### src/pio_pkg.sv
package pio_pkg;

  // ****************************************
  // register map (byte addresses = high index * 32 + index * 4)
  // ****************************************
  localparam logic [2:0] IDX_GEN_DATA = 3'h0;
  localparam logic [2:0] IDX_NIB_DATA = 3'h1;
  localparam logic [2:0] IDX_ANA_DATA = 3'h2;
  localparam logic [2:0] IDX_TMR_DATA = 3'h3;
  localparam logic [2:0] IDX_GEN_DIR = 3'h4;
  localparam logic [2:0] IDX_NIB_DIR = 3'h5;
  localparam logic [2:0] IDX_ANA_DIR = 3'h6;
  localparam logic [2:0] IDX_TMR_DIR = 3'h7;
  localparam logic [2:0] IDX_CONV_CTL = 3'h0;
  localparam logic [7:0] IDX_ADDR_HI_MAP = 8'h00;
  localparam logic [7:0] IDX_ADDR_HI_CONV = 8'h01;
  localparam int ADDR_W = 12;

  // ****************************************
  // field layouts
  // ****************************************
  localparam logic [7:0] NIB_MASK = 8'hf0;
  localparam logic [7:0] TMR_MASK = 8'hc0;
  localparam logic [7:0] TMR_DIR_MASK = 8'h40;
  localparam logic [7:0] ANA_REF_MASK = 8'hc0;
  localparam logic [3:0] ANA_PIN_CHANS = 4'h6;
  localparam int CONV_EN_BIT = 5;
  localparam logic [7:0] ZERO8 = 8'h00;
  localparam logic [31:0] ZERO32 = 32'h0000_0000;

  typedef struct packed {
    logic [7:0] gen;
    logic [7:0] nib;
    logic [7:0] ana;
    logic [7:0] tmr;
  } pio_ports_t;

  typedef struct packed {
    logic enable;
    logic [3:0] chan;
  } pio_conv_t;

endpackage : pio_pkg

### src/pio_ports.sv
// Our own choice: the APB interface to the registers.
`timescale 1ns/1ns
// Operation
// - nibble port data 0x01, direction 0x05, bits 7:4
// - analog port data 0x02, direction 0x06
// - timer port data 0x03, direction 0x07
// - timer bit6 bidirectional, bit7 input only
// - general port data 0x00, direction 0x04
// - direction one drives latch, zero floats
// - reset clears directions, keeps data latches
// - direction registers read back as written, unused nibble and timer bits as zero
// - output pins read back latch value
// - input pins store writes, read pin level
// - serial pins general only when serial off
// - timer port writes unguarded against timer
// - converter off leaves analog port general
// - converter on takes pins 6,7 as references
// - selected channel pin forced analog input
// - unselected analog pins stay general io
// - selected channel 0-5 pin reads zero
module pio_ports (
  input wire logic core_clk,
  input wire logic rst,
  input wire logic psel,
  input wire logic penable,
  input wire logic pwrite,
  input wire logic [11:0] paddr,
  input wire logic [31:0] pwdata,
  output logic [31:0] prdata,
  output logic pready,
  output logic pslverr,
  input wire logic serial_interface_enable,
  input wire logic serial_tx_level,
  input wire logic timer_compare_enable,
  input wire logic timer_compare_level,
  input wire pio_pkg::pio_ports_t pin_in,
  output pio_pkg::pio_ports_t pin_out,
  output pio_pkg::pio_ports_t pin_oe,
  output logic [7:0] analog_select,
  output logic converter_enable
);

  // ****************************************
  // pin synchronisers
  // ****************************************
  pio_pkg::pio_ports_t sync1_ff, sync2_ff;
  pio_pkg::pio_ports_t nxt_sync1, nxt_sync2;

  always_comb begin
    nxt_sync1 = pin_in;
    nxt_sync2 = sync1_ff;
  end

  always_ff @(posedge core_clk or posedge rst) begin
    if (rst) begin
      sync1_ff <= '0;
      sync2_ff <= '0;
    end else begin
      sync1_ff <= nxt_sync1;
      sync2_ff <= nxt_sync2;
    end
  end

  // ****************************************
  // registers
  // ****************************************
  // latches have no reset; they power up unknown and survive rst
  pio_pkg::pio_ports_t data_ff, nxt_data;
  pio_pkg::pio_ports_t dir_ff, nxt_dir;
  pio_pkg::pio_conv_t conv_ff, nxt_conv;
  logic [31:0] prdata_ff, nxt_prdata;
  logic pready_ff, nxt_pready;
  logic pslverr_ff, nxt_pslverr;

  logic setup;
  logic [2:0] idx;
  logic map_hit, conv_hit;
  logic [7:0] wbyte;
  logic [7:0] sel_onehot;
  logic [7:0] ana_taken;
  pio_pkg::pio_ports_t rd_pins;

  always_comb begin
    setup = psel && !penable;
    idx = paddr[4:2];
    map_hit = (paddr[11:5] == pio_pkg::IDX_ADDR_HI_MAP[6:0]) && (paddr[1:0] == 2'h0);
    conv_hit = (paddr[11:5] == pio_pkg::IDX_ADDR_HI_CONV[6:0]) && (paddr[1:0] == 2'h0)
      && (idx == pio_pkg::IDX_CONV_CTL);
    wbyte = pwdata[7:0];
    sel_onehot = pio_pkg::ZERO8;
    if (conv_ff.chan < pio_pkg::ANA_PIN_CHANS) begin
      sel_onehot[conv_ff.chan[2:0]] = 1'b1;
    end
    // references and selected channel leave port control
    ana_taken = conv_ff.enable ? (pio_pkg::ANA_REF_MASK | sel_onehot) : pio_pkg::ZERO8;
  end

  always_comb begin
    nxt_data = data_ff;
    nxt_dir = dir_ff;
    nxt_conv = conv_ff;
    // answers are given in the setup cycle's next edge: zero wait states
    nxt_pready = setup;
    nxt_pslverr = setup && !(map_hit || conv_hit);
    nxt_prdata = pio_pkg::ZERO32;
    if (psel && penable && pready_ff && pwrite) begin
      if (map_hit) begin
        case (idx)
          pio_pkg::IDX_GEN_DATA: nxt_data.gen = wbyte;
          pio_pkg::IDX_NIB_DATA: nxt_data.nib = wbyte & pio_pkg::NIB_MASK;
          pio_pkg::IDX_ANA_DATA: nxt_data.ana = wbyte;
          pio_pkg::IDX_TMR_DATA: nxt_data.tmr = wbyte & pio_pkg::TMR_MASK;
          pio_pkg::IDX_GEN_DIR: nxt_dir.gen = wbyte;
          pio_pkg::IDX_NIB_DIR: nxt_dir.nib = wbyte & pio_pkg::NIB_MASK;
          pio_pkg::IDX_ANA_DIR: nxt_dir.ana = wbyte;
          pio_pkg::IDX_TMR_DIR: nxt_dir.tmr = wbyte & pio_pkg::TMR_DIR_MASK;
          default: nxt_dir = dir_ff;
        endcase
      end else if (conv_hit) begin
        nxt_conv.enable = pwdata[pio_pkg::CONV_EN_BIT];
        nxt_conv.chan = pwdata[3:0];
      end
    end
    if (setup && !pwrite) begin
      if (map_hit) begin
        case (idx)
          pio_pkg::IDX_GEN_DATA: nxt_prdata[7:0] = rd_pins.gen;
          pio_pkg::IDX_NIB_DATA: nxt_prdata[7:0] = rd_pins.nib;
          pio_pkg::IDX_ANA_DATA: nxt_prdata[7:0] = rd_pins.ana;
          pio_pkg::IDX_TMR_DATA: nxt_prdata[7:0] = rd_pins.tmr;
          pio_pkg::IDX_GEN_DIR: nxt_prdata[7:0] = dir_ff.gen;
          pio_pkg::IDX_NIB_DIR: nxt_prdata[7:0] = dir_ff.nib;
          pio_pkg::IDX_ANA_DIR: nxt_prdata[7:0] = dir_ff.ana;
          pio_pkg::IDX_TMR_DIR: nxt_prdata[7:0] = dir_ff.tmr;
          default: nxt_prdata = pio_pkg::ZERO32;
        endcase
      end else if (conv_hit) begin
        nxt_prdata[pio_pkg::CONV_EN_BIT] = conv_ff.enable;
        nxt_prdata[3:0] = conv_ff.chan;
      end
    end
  end

  // read value: latch for outputs, pin for inputs
  always_comb begin
    rd_pins = (data_ff & dir_ff) | (sync2_ff & ~dir_ff);
    rd_pins.nib = rd_pins.nib & pio_pkg::NIB_MASK;
    rd_pins.tmr = (rd_pins.tmr & pio_pkg::TMR_MASK) & ~dir_ff.tmr | (data_ff.tmr & dir_ff.tmr);
    if (conv_ff.enable) begin
      rd_pins.ana = rd_pins.ana & ~sel_onehot;
    end
  end

  always_ff @(posedge core_clk or posedge rst) begin
    if (rst) begin
      dir_ff <= '0;
      conv_ff <= '0;
      prdata_ff <= pio_pkg::ZERO32;
      pready_ff <= 1'b0;
      pslverr_ff <= 1'b0;
    end else begin
      dir_ff <= nxt_dir;
      conv_ff <= nxt_conv;
      prdata_ff <= nxt_prdata;
      pready_ff <= nxt_pready;
      pslverr_ff <= nxt_pslverr;
    end
  end

  // no reset here on purpose: latches keep contents through rst
  always_ff @(posedge core_clk) begin
    data_ff <= nxt_data;
  end

  // ****************************************
  // pin drivers
  // ****************************************
  pio_pkg::pio_ports_t out_ff, nxt_out;
  pio_pkg::pio_ports_t oe_ff, nxt_oe;
  logic [7:0] asel_ff, nxt_asel;

  always_comb begin
    nxt_out = data_ff;
    nxt_oe = dir_ff;
    nxt_oe.tmr = dir_ff.tmr & pio_pkg::TMR_DIR_MASK;
    nxt_oe.nib = dir_ff.nib & pio_pkg::NIB_MASK;
    // serial owns bits 4,5 when on; registers stay writable
    if (serial_interface_enable) begin
      nxt_out.nib[4] = serial_tx_level;
      nxt_oe.nib[4] = 1'b1;
      nxt_oe.nib[5] = 1'b0;
    end
    // compare output may collide with port writes; left unguarded
    if (timer_compare_enable) begin
      nxt_out.tmr[6] = timer_compare_level;
      nxt_oe.tmr[6] = 1'b1;
    end
    nxt_oe.ana = dir_ff.ana & ~ana_taken;
    nxt_asel = ana_taken;
  end

  always_ff @(posedge core_clk or posedge rst) begin
    if (rst) begin
      out_ff <= '0;
      oe_ff <= '0;
      asel_ff <= pio_pkg::ZERO8;
    end else begin
      out_ff <= nxt_out;
      oe_ff <= nxt_oe;
      asel_ff <= nxt_asel;
    end
  end

  assign pin_out = out_ff;
  assign pin_oe = oe_ff;
  assign analog_select = asel_ff;
  assign converter_enable = conv_ff.enable;
  assign prdata = prdata_ff;
  assign pready = pready_ff;
  assign pslverr = pslverr_ff;

  // ****************************************
  // assertions
  // ****************************************
  property p_dir_reset;
    @(posedge core_clk) $fell(rst) |-> (dir_ff == '0) && (pin_oe == '0);
  endproperty
  a_dir_reset: assert property (p_dir_reset) else $error("pins driven after reset");

  property p_tmr7_input;
    @(posedge core_clk) disable iff (rst) !pin_oe.tmr[7];
  endproperty
  a_tmr7_input: assert property (p_tmr7_input) else $error("timer bit7 driven");

  property p_nib_low;
    @(posedge core_clk) disable iff (rst) pin_oe.nib[3:0] == 4'h0;
  endproperty
  a_nib_low: assert property (p_nib_low) else $error("nibble low bits driven");

  property p_refs_taken;
    @(posedge core_clk) disable iff (rst) conv_ff.enable |=> (pin_oe.ana[7:6] == 2'h0);
  endproperty
  a_refs_taken: assert property (p_refs_taken) else $error("reference pins driven");

  property p_oe_follow;
    @(posedge core_clk) disable iff (rst)
      (!conv_ff.enable && $stable(conv_ff.enable)) |=> (pin_oe.ana == $past(dir_ff.ana));
  endproperty
  a_oe_follow: assert property (p_oe_follow) else $error("analog port oe wrong");

  property p_drive_latch;
    @(posedge core_clk) disable iff (rst)
      (dir_ff.gen != pio_pkg::ZERO8) |=> (pin_out.gen == $past(data_ff.gen));
  endproperty
  a_drive_latch: assert property (p_drive_latch) else $error("general pins not latch");

  property p_read_zero;
    @(posedge core_clk) disable iff (rst)
      (setup && !pwrite && map_hit && idx == pio_pkg::IDX_ANA_DATA && conv_ff.enable
       && conv_ff.chan < pio_pkg::ANA_PIN_CHANS) |=> (prdata[conv_ff.chan[2:0]] == 1'b0);
  endproperty
  a_read_zero: assert property (p_read_zero) else $error("selected channel read not zero");

  property p_dir_read;
    @(posedge core_clk) disable iff (rst)
      (setup && !pwrite && map_hit && idx == pio_pkg::IDX_GEN_DIR) |=> (prdata[7:0] == $past(dir_ff.gen));
  endproperty
  a_dir_read: assert property (p_dir_read) else $error("direction readback wrong");

  property p_ready;
    @(posedge core_clk) disable iff (rst) (psel && !penable) |=> pready;
  endproperty
  a_ready: assert property (p_ready) else $error("no ready after setup");

  property p_nib_data_low;
    @(posedge core_clk) disable iff (rst)
      (psel && penable && pready && pwrite && map_hit && idx == pio_pkg::IDX_NIB_DATA)
      |=> (data_ff.nib[3:0] == 4'h0);
  endproperty
  a_nib_data_low: assert property (p_nib_data_low) else $error("nibble low data stored");

  property p_tmr_dir_mask;
    @(posedge core_clk) disable iff (rst)
      (dir_ff.tmr & ~pio_pkg::TMR_DIR_MASK) == pio_pkg::ZERO8;
  endproperty
  a_tmr_dir_mask: assert property (p_tmr_dir_mask) else $error("timer dir bit out of range");

  property p_nib_dir_mask;
    @(posedge core_clk) disable iff (rst)
      (dir_ff.nib & ~pio_pkg::NIB_MASK) == pio_pkg::ZERO8;
  endproperty
  a_nib_dir_mask: assert property (p_nib_dir_mask) else $error("nibble dir low bits set");

  property p_sel_input;
    @(posedge core_clk) disable iff (rst)
      (conv_ff.enable && conv_ff.chan < pio_pkg::ANA_PIN_CHANS)
      |=> ((pin_oe.ana & $past(sel_onehot)) == pio_pkg::ZERO8);
  endproperty
  a_sel_input: assert property (p_sel_input) else $error("selected channel pin driven");

  property p_unsel_general;
    @(posedge core_clk) disable iff (rst)
      (conv_ff.enable && conv_ff.chan >= pio_pkg::ANA_PIN_CHANS)
      |=> (pin_oe.ana[5:0] == $past(dir_ff.ana[5:0]));
  endproperty
  a_unsel_general: assert property (p_unsel_general) else $error("free analog pins not general");

  property p_oe_gen;
    @(posedge core_clk) disable iff (rst) 1'b1 |=> (pin_oe.gen == $past(dir_ff.gen));
  endproperty
  a_oe_gen: assert property (p_oe_gen) else $error("general oe not direction");

  property p_ser_pins;
    @(posedge core_clk) disable iff (rst)
      serial_interface_enable |=> (pin_oe.nib[4] && !pin_oe.nib[5]);
  endproperty
  a_ser_pins: assert property (p_ser_pins) else $error("serial pins not handed over");

  property p_tmr_cmp;
    @(posedge core_clk) disable iff (rst)
      timer_compare_enable
      |=> (pin_oe.tmr[6] && (pin_out.tmr[6] == $past(timer_compare_level)));
  endproperty
  a_tmr_cmp: assert property (p_tmr_cmp) else $error("compare output not on pin");

  property p_read_latch;
    @(posedge core_clk) disable iff (rst)
      (setup && !pwrite && map_hit && idx == pio_pkg::IDX_GEN_DATA && (&dir_ff.gen))
      |=> (prdata[7:0] == $past(data_ff.gen));
  endproperty
  a_read_latch: assert property (p_read_latch) else $error("output pin read not latch");

  property p_read_pin;
    @(posedge core_clk) disable iff (rst)
      (setup && !pwrite && map_hit && idx == pio_pkg::IDX_GEN_DATA && dir_ff.gen == pio_pkg::ZERO8)
      |=> (prdata[7:0] == $past(sync2_ff.gen));
  endproperty
  a_read_pin: assert property (p_read_pin) else $error("input pin read not level");

  property p_unmapped;
    @(posedge core_clk) disable iff (rst)
      (setup && !(map_hit || conv_hit)) |=> (pslverr && (prdata == pio_pkg::ZERO32));
  endproperty
  a_unmapped: assert property (p_unmapped) else $error("unmapped access not refused");

  c_write: cover property (@(posedge core_clk) psel && penable && pready && pwrite && map_hit);
  c_conv_on: cover property (@(posedge core_clk) conv_ff.enable && conv_ff.chan == 4'h2);
  c_out: cover property (@(posedge core_clk) pin_oe.gen == 8'hff);
  c_serial: cover property (@(posedge core_clk) serial_interface_enable && pin_oe.nib[4]);
  c_chan_ref: cover property (@(posedge core_clk) conv_ff.enable && conv_ff.chan >= 4'h6);

endmodule : pio_ports

### config.mk
export PLATFORM = sky130hd
export DESIGN_NAME = pio_ports
export DESIGN_NICKNAME = d
export VERILOG_FILES = /design/src/pio_pkg.sv /design/src/pio_ports.sv
export SDC_FILE = /design/constraint.sdc
export NUM_CORES = 1
export LEC_CHECK = 0
export BUFFER_PORTS_ARGS = -buffer_cell sky130_fd_sc_hd__buf_4
export CORE_MARGIN = 8
export CORE_UTILIZATION = 35
export CTS_CLUSTER_SIZE = 8
export DETAILED_ROUTE_END_ITERATION = 7
export SYNTH_ARGS = -nofsm -noshare
export SYNTH_HDL_FRONTEND = slang
export SYNTH_SLANG_ARGS = --single-unit
### constraint.sdc
create_clock -name core_clk -period 6.7 [get_ports core_clk]
set_clock_uncertainty 0.05 [all_clocks]
set_input_delay 1.005 -clock core_clk [delete_from_list [all_inputs] [get_ports core_clk]]
set_output_delay 1.005 -clock core_clk [all_outputs]
set_load 0.03 [all_outputs]
Yosys cells after proc, flatten, opt, wreduce, memory -nomap -nowiden
Cells that the tools add are included.
{"block": "totals", "register_bits": 197, "inputBits": 85, "out_inout_bits": 107, "elab_cells": 97}
{"block": "op_classes", "magnitude_cmp": 3, "n_eq_ne": 8, "n_mux": 17, "bitwise_logic": 13, "reduce_logical": 26}
{"operator": "AND 32 bit", "count": 2}
{"operator": "case mux 8 bit (8 select lines)", "count": 1}
{"operator": "two-way mux 8 bit", "count": 4}
{"operator": "inverter 32 bit", "count": 1}
{"operator": "OR 32 bit", "count": 1}
{"operator": "AND reduction 3 bit", "count": 9}
{"operator": "AND 8 bit", "count": 3}
{"operator": "inverter 8 bit", "count": 2}
{"operator": "equality test 3 bit, second input constant", "count": 4}
{"operator": "logical AND 1 bit", "count": 10}
{"operator": "AND 8 x 7 -> 8 bit", "count": 1}
{"operator": "two-way mux 4 bit", "count": 2}
{"operator": "inverter 7 -> 8 bit", "count": 1}
{"operator": "OR 8 bit", "count": 1}
{"operator": "equality test 7 x 1 -> 1 bit, second input constant", "count": 1}
{"operator": "logical NOT 7 bit", "count": 1}
{"operator": "two-way mux 1 bit", "count": 7}
{"operator": "equality test 3 x 2 -> 1 bit, second input constant", "count": 2}
{"operator": "less-than comparator 3 x 4 -> 1 bit, second input constant", "count": 1}
{"operator": "less-than comparator 4 x 3 -> 1 bit, second input constant", "count": 1}
{"operator": "two-way mux 2 bit", "count": 2}
{"operator": "demux 1 bit (select 3 bit)", "count": 1}
{"operator": "equality test 3 x 1 -> 1 bit, second input constant", "count": 1}
{"operator": ">= comparator 3 x 1 -> 1 bit, second input constant", "count": 1}
{"operator": "other kinds (5)", "count": 7}

Depth between registers and ports, before layout
{"block": "logic_depth", "ltp_word": 11, "ltp_mapped": 7, "ltp_nobuf": 4}

Worst setup path before layout
Ideal clock, no wire load.
{"block": "synth_path", "path_kind": "in2reg", "start": "in paddr[6]", "end": "reg data_ff[10] (netlist name) (enable)", "setup_ps": 370, "t_arrival_ps": 2620, "t_required_ps": 6280, "setup_slack_ps": 3660, "cell_stages": 4, "path_buffers": 1, "path_cell_list": "or4_1 > buf_2 > or4_4 > nor2_1"}
{"block": "synth_between", "elab_chain_cells": 3}
{"element": "start, declared", "line": "pio_ports.sv:27", "rtl": "input wire logic [11:0] paddr,"}
{"element": "logical NOT 7 bit", "line": "pio_ports.sv:86", "rtl": "map_hit = (paddr[11:5] == pio_pkg::IDX_ADDR_HI_MAP[6:0]) && (paddr[1:0] == 2'h0);"}
{"element": "logical AND 1 bit", "line": "pio_ports.sv:86"}
{"element": "AND reduction 3 bit (no line)"}
{"element": "end signal, assigned", "line": "pio_ports.sv:172", "rtl": "data_ff <= nxt_data;"}
{"element": "end, declared", "line": "pio_ports.sv:68", "rtl": "pio_pkg::pio_ports_t data_ff, nxt_data;"}
No other way between the ends.
A chain may end at the register's enable or synchronous reset.

Final worst setup path
{"block": "layout_path", "start": "in paddr[6]", "end": "reg data_ff[26] (netlist name) (enable)"}
Same word-level chain as after synthesis.

==> impl_table.tex <==
\begin{tabular}{lr}
\hline
Metric & Value \\
\hline
\multicolumn{2}{l}{\textbf{Outcome}} \\
Status & completed \\
\multicolumn{2}{l}{\textbf{Routing}} \\
Overall via count from detail\_route & 3306 \\
Starting DRC count in detailed routing & 325 \\
Via density per instance & 4.54 \\
DRC violation count after routing & 0 \\
Initial DRT Pass Iterations & 4 \\
Routed Antenna Nets & 0 \\
Final WL & 13400 um \\
Average routed wire per standard cell & 18.4 um \\
\multicolumn{2}{l}{\textbf{Yosys}} \\
Cells taking the most area after synthesis & dfrtp\_1 58\%, edfxtp\_1 12\%, mux2\_2 6.6\%, buf\_4 6.1\%, mux2i\_1 2.3\% \\
Yosys top cell area share & 57.9\% \\
Warnings, synthesis & 0 \\
Part of the Yosys area used for sequential elements & 69.7\% \\
Top cell types by occurrence after synthesis & 130 x dfrtp\_1, 46 x buf\_4, 33 x mux2\_2 \\
Most common cell in the synthesized netlist & dfrtp\_1 \\
Post-synth top area cell & dfrtp\_1 \\
Number of flops mapped to enable cells by yosys & 22 \\
Post-synthesis area per instance & 14.7 um2 \\
Main flop type after synthesis & dfrtp\_1 \\
Mapped Cells & 381 \\
Number of storage elements in the synthesis netlist & 152 \\
Share of async-settable or async-resettable flops after synthesis & 85.5\% \\
Post-synth design cell area & 5620 um2 \\
Count of different cell masters after synthesis & 47 \\
\multicolumn{2}{l}{\textbf{Place}} \\
Post-place instance area & 6510 um2 \\
Input/output buffers & 112 \\
Routability Congestion & 0.795 \\
Placed instance count & 696 \\
Total half-perimeter wirelength after legalization and detailed placement & 9610 um \\
Worst setup timing slack at the placement stage & 2.87 ns \\
\multicolumn{2}{l}{\textbf{Timing}} \\
Setup repair after global routing missed its margin & no \\
Final setup vio count & 0 \\
Final Max Slew Viols & 0 \\
Tightest slew margin relative to the limit & 23.5\% \\
Fin. Hold Viols & 0 \\
Share of the clock period used by the worst path & 49.7\% \\
Highest Clock Rate & 301 MHz \\
PnR worst setup slack & 3.37 ns \\
Tightest Pin Transition & 1.14 ns \\
Setup TNS & 0 ns \\
Final Critical Period & 3.33 ns \\
\multicolumn{2}{l}{\textbf{Final layout}} \\
Antenna diode count & 0 \\
Area occupied by registers & 3910 um2 \\
Post-layout nets & 584 \\
Layout cells sized above 1 & 36.5\% \\
Multi-input gate area & 1440 um2 \\
Final non-filler cell area & 7110 um2 \\
Non-filler instance count after layout & 728 \\
Layout overhead on the synthesized area & 26.6\% \\
Fill cells & 1461 \\
\multicolumn{2}{l}{\textbf{Pwr}} \\
Net Sw Frac & 22.7\% \\
Fraction of power consumed by sequential logic & 47.1\% \\
Power density over cell area & 285 nW/um2 \\
Internal Pwr Total & 1.57 mW \\
Net switching power & 0.461 mW \\
Leakage power summed over all cells & 3.30 nW \\
Combinational share of power & 5.5\% \\
Clock group share of total power & 47.4\% \\
Worst vdd ir & 0.176 mV \\
\multicolumn{2}{l}{\textbf{Clock network}} \\
H-tree level count & 4 \\
Buffers inserted by post-CTS timing repair & 0 \\
CTS-repair resized insts & 0 \\
Total CTS buffers & 17 \\
Number of buffers between clock root and the deepest sink & 2 \\
Total of hold buffers inserted after clock tree synthesis & 0 \\
Worst skew pair latency & 0.42 ns \\
Clock net sink count & 152 \\
Clock-pin slew on the worst setup and hold paths & 0.06 ns \\
TritonCTS clock tree & built \\
Clock root cell & clkbuf\_16 \\
\multicolumn{2}{l}{\textbf{Floorplan}} \\
Floorplan die width & 143 um \\
Starting density of the core & 35.6\% \\
Floorplan core area & 15800 um2 \\
Row count & 46 \\
Full die area & 20400 um2 \\
Die height & 143 um \\
Io pins & 192 \\
\multicolumn{2}{l}{\textbf{GRT}} \\
Vias in the first global route & 3674 \\
First-pass GRT wire length & 20800 um \\
Global-route congestion overflow total & 0 \\
Initial antenna violation count & 0 \\
Overall fraction of global-route tracks in use & 13.8\% \\
Maximum number of pins on one net before global-route repair & 71 \\
\multicolumn{2}{l}{\textbf{Critical path}} \\
Top fanout value on the critical path & 8 \\
CP Class & primary input to flop \\
Required arrival time at the worst endpoint & 6.69 ns \\
CP delay by family, top & simple AND/OR/NAND/NOR gates \\
Critical path data arrival time & 3.31 ns \\
Cell-by-cell trace of the critical path & buf\_4 -> or4\_1 -> or4\_4 -> nor2\_1 \\
Slowest stage cell, crit path & nor2\_1 \\
Slowest cell delay on critical path & 0.87 ns \\
Endpoint kind of the worst setup timing path & flop \\
Worst Path Buf+Inv & 1 \\
Critical path startpoint category & primary input \\
\multicolumn{2}{l}{\textbf{Min path}} \\
Classification of the worst-slack hold path & flop to flop \\
\multicolumn{2}{l}{\textbf{Flow run}} \\
Max-capacitance violation count & 0 \\
\hline
\end{tabular}
-- registers in the layout (all words and copies together) (netlist names) --
register	count
nxt_sync2	22
dir_ff	21
pin_out	22
analog_select	7
pslverr	1
pin_oe	21
data_ff	22
pready	1
converter_enable	1
sync2_ff	22
conv_ff	4
prdata	8
-- routing by layer --
metal,up-vias,GRT usage [%],wire (um)
met5,-,0,0
met4,0,6.21,265
met1,1657,16.7,5510
met2,144,21.1,6160
li1,1483,-,-
met3,22,5.88,1460
-- final cells by class --
cell class	count	share of cell area (%)
flip-flops and latches	152	55.0
multi-input cells	205	20.2
repair buffers	113	11.9
clock buffers	17	5.98
well taps	216	3.80
clock inverters	15	2.50
inverters	10	0.563
-- worst register-to-register path: cells and delay by family, from the launching register on --
kind	cells	cell delay [ns]
flip-flops	1	0.36
AND/OR/NAND/NOR	3	1.73
-- power by group through the flow --
stage	Combinational (mW)	Clock (mW)	Sequential (mW)
5_1_grt	0.123	1.03	0.957
3_5_place_dp	0.112	0	0.974
4_1_cts	0.112	0.988	0.956
2_1_floorplan	0.0864	0	0.976
6_report	0.112	0.962	0.956
3_3_place_gp	0.111	0	0.973
-- path summary, 6_finish.rpt --
kind                                         start                       to  slack [ns]  cells past startpoint
max reg2reg                       pready$_DFF_PP0_    data_ff[26]$_DFFE_PP_        4.18                      3
max                                       paddr[6]    data_ff[26]$_DFFE_PP_        3.37                      4
min reg2reg                nxt_sync2[31]$_DFF_PP0_   sync2_ff[31]$_DFF_PP0_        0.30                      0
min in group asynchronous                      rst  nxt_sync2[27]$_DFF_PP0_        0.67                      2
min                        nxt_sync2[31]$_DFF_PP0_   sync2_ff[31]$_DFF_PP0_        0.30                      0
max in group asynchronous                      rst     pin_oe[11]$_DFF_PP0_        4.54                      3
-- kinds of logic after synthesis --
| family | Yosys count | share of synthesized area, % |
|---|---|---|
| flip-flops | 152 | 69.7 |
| other | 1 | 0.0668 |
| AND/OR/NAND/NOR | 74 | 8.15 |
| buffers and inverters | 68 | 7.66 |
| multiplexers | 47 | 9.13 |
| AO/OA/AOI/OAI | 39 | 5.32 |
-- per-stage QoR --
step | utilization (%) | hold WS, ns | total power [mW]
floorplan | - | 0.281 | 1.06
global placement | 41.3 | 0.284 | 1.08
detailed placement | 41.3 | 0.285 | 1.09
CTS | 45.1 | 0.298 | 2.06
global route | 45.1 | 0.303 | 2.10
finish | 45.1 | 0.299 | 2.03
-- placed cells by master (no fill, tap or decap), types with 2 or more instances in the layout --
cell,n
nor2_1,9
or2_2,2
o221ai_1,4
a21oi_1,8
a221oi_1,5
nor2b_1,15
nor3_1,4
buf_4,113
nand2_1,16
dfrtp_1,130
edfxtp_1,22
clkinv_1,2
nor4_4,2
a211oi_1,6
inv_1,9
conb_1,45
clkbuf_16,17
mux2_2,33
a22oi_1,2
inv_6,2
nand2b_1,4
or3b_2,2
bufinv_16,3
mux2i_1,13
a311oi_1,2
and3_1,2
o21ai_0,3
or4_1,2
and2_1,4
clkinv_4,4
nor3b_1,2
nand3b_1,2
clkinvlp_4,3
No activity file was read; power rests on OpenSTA's default activity.
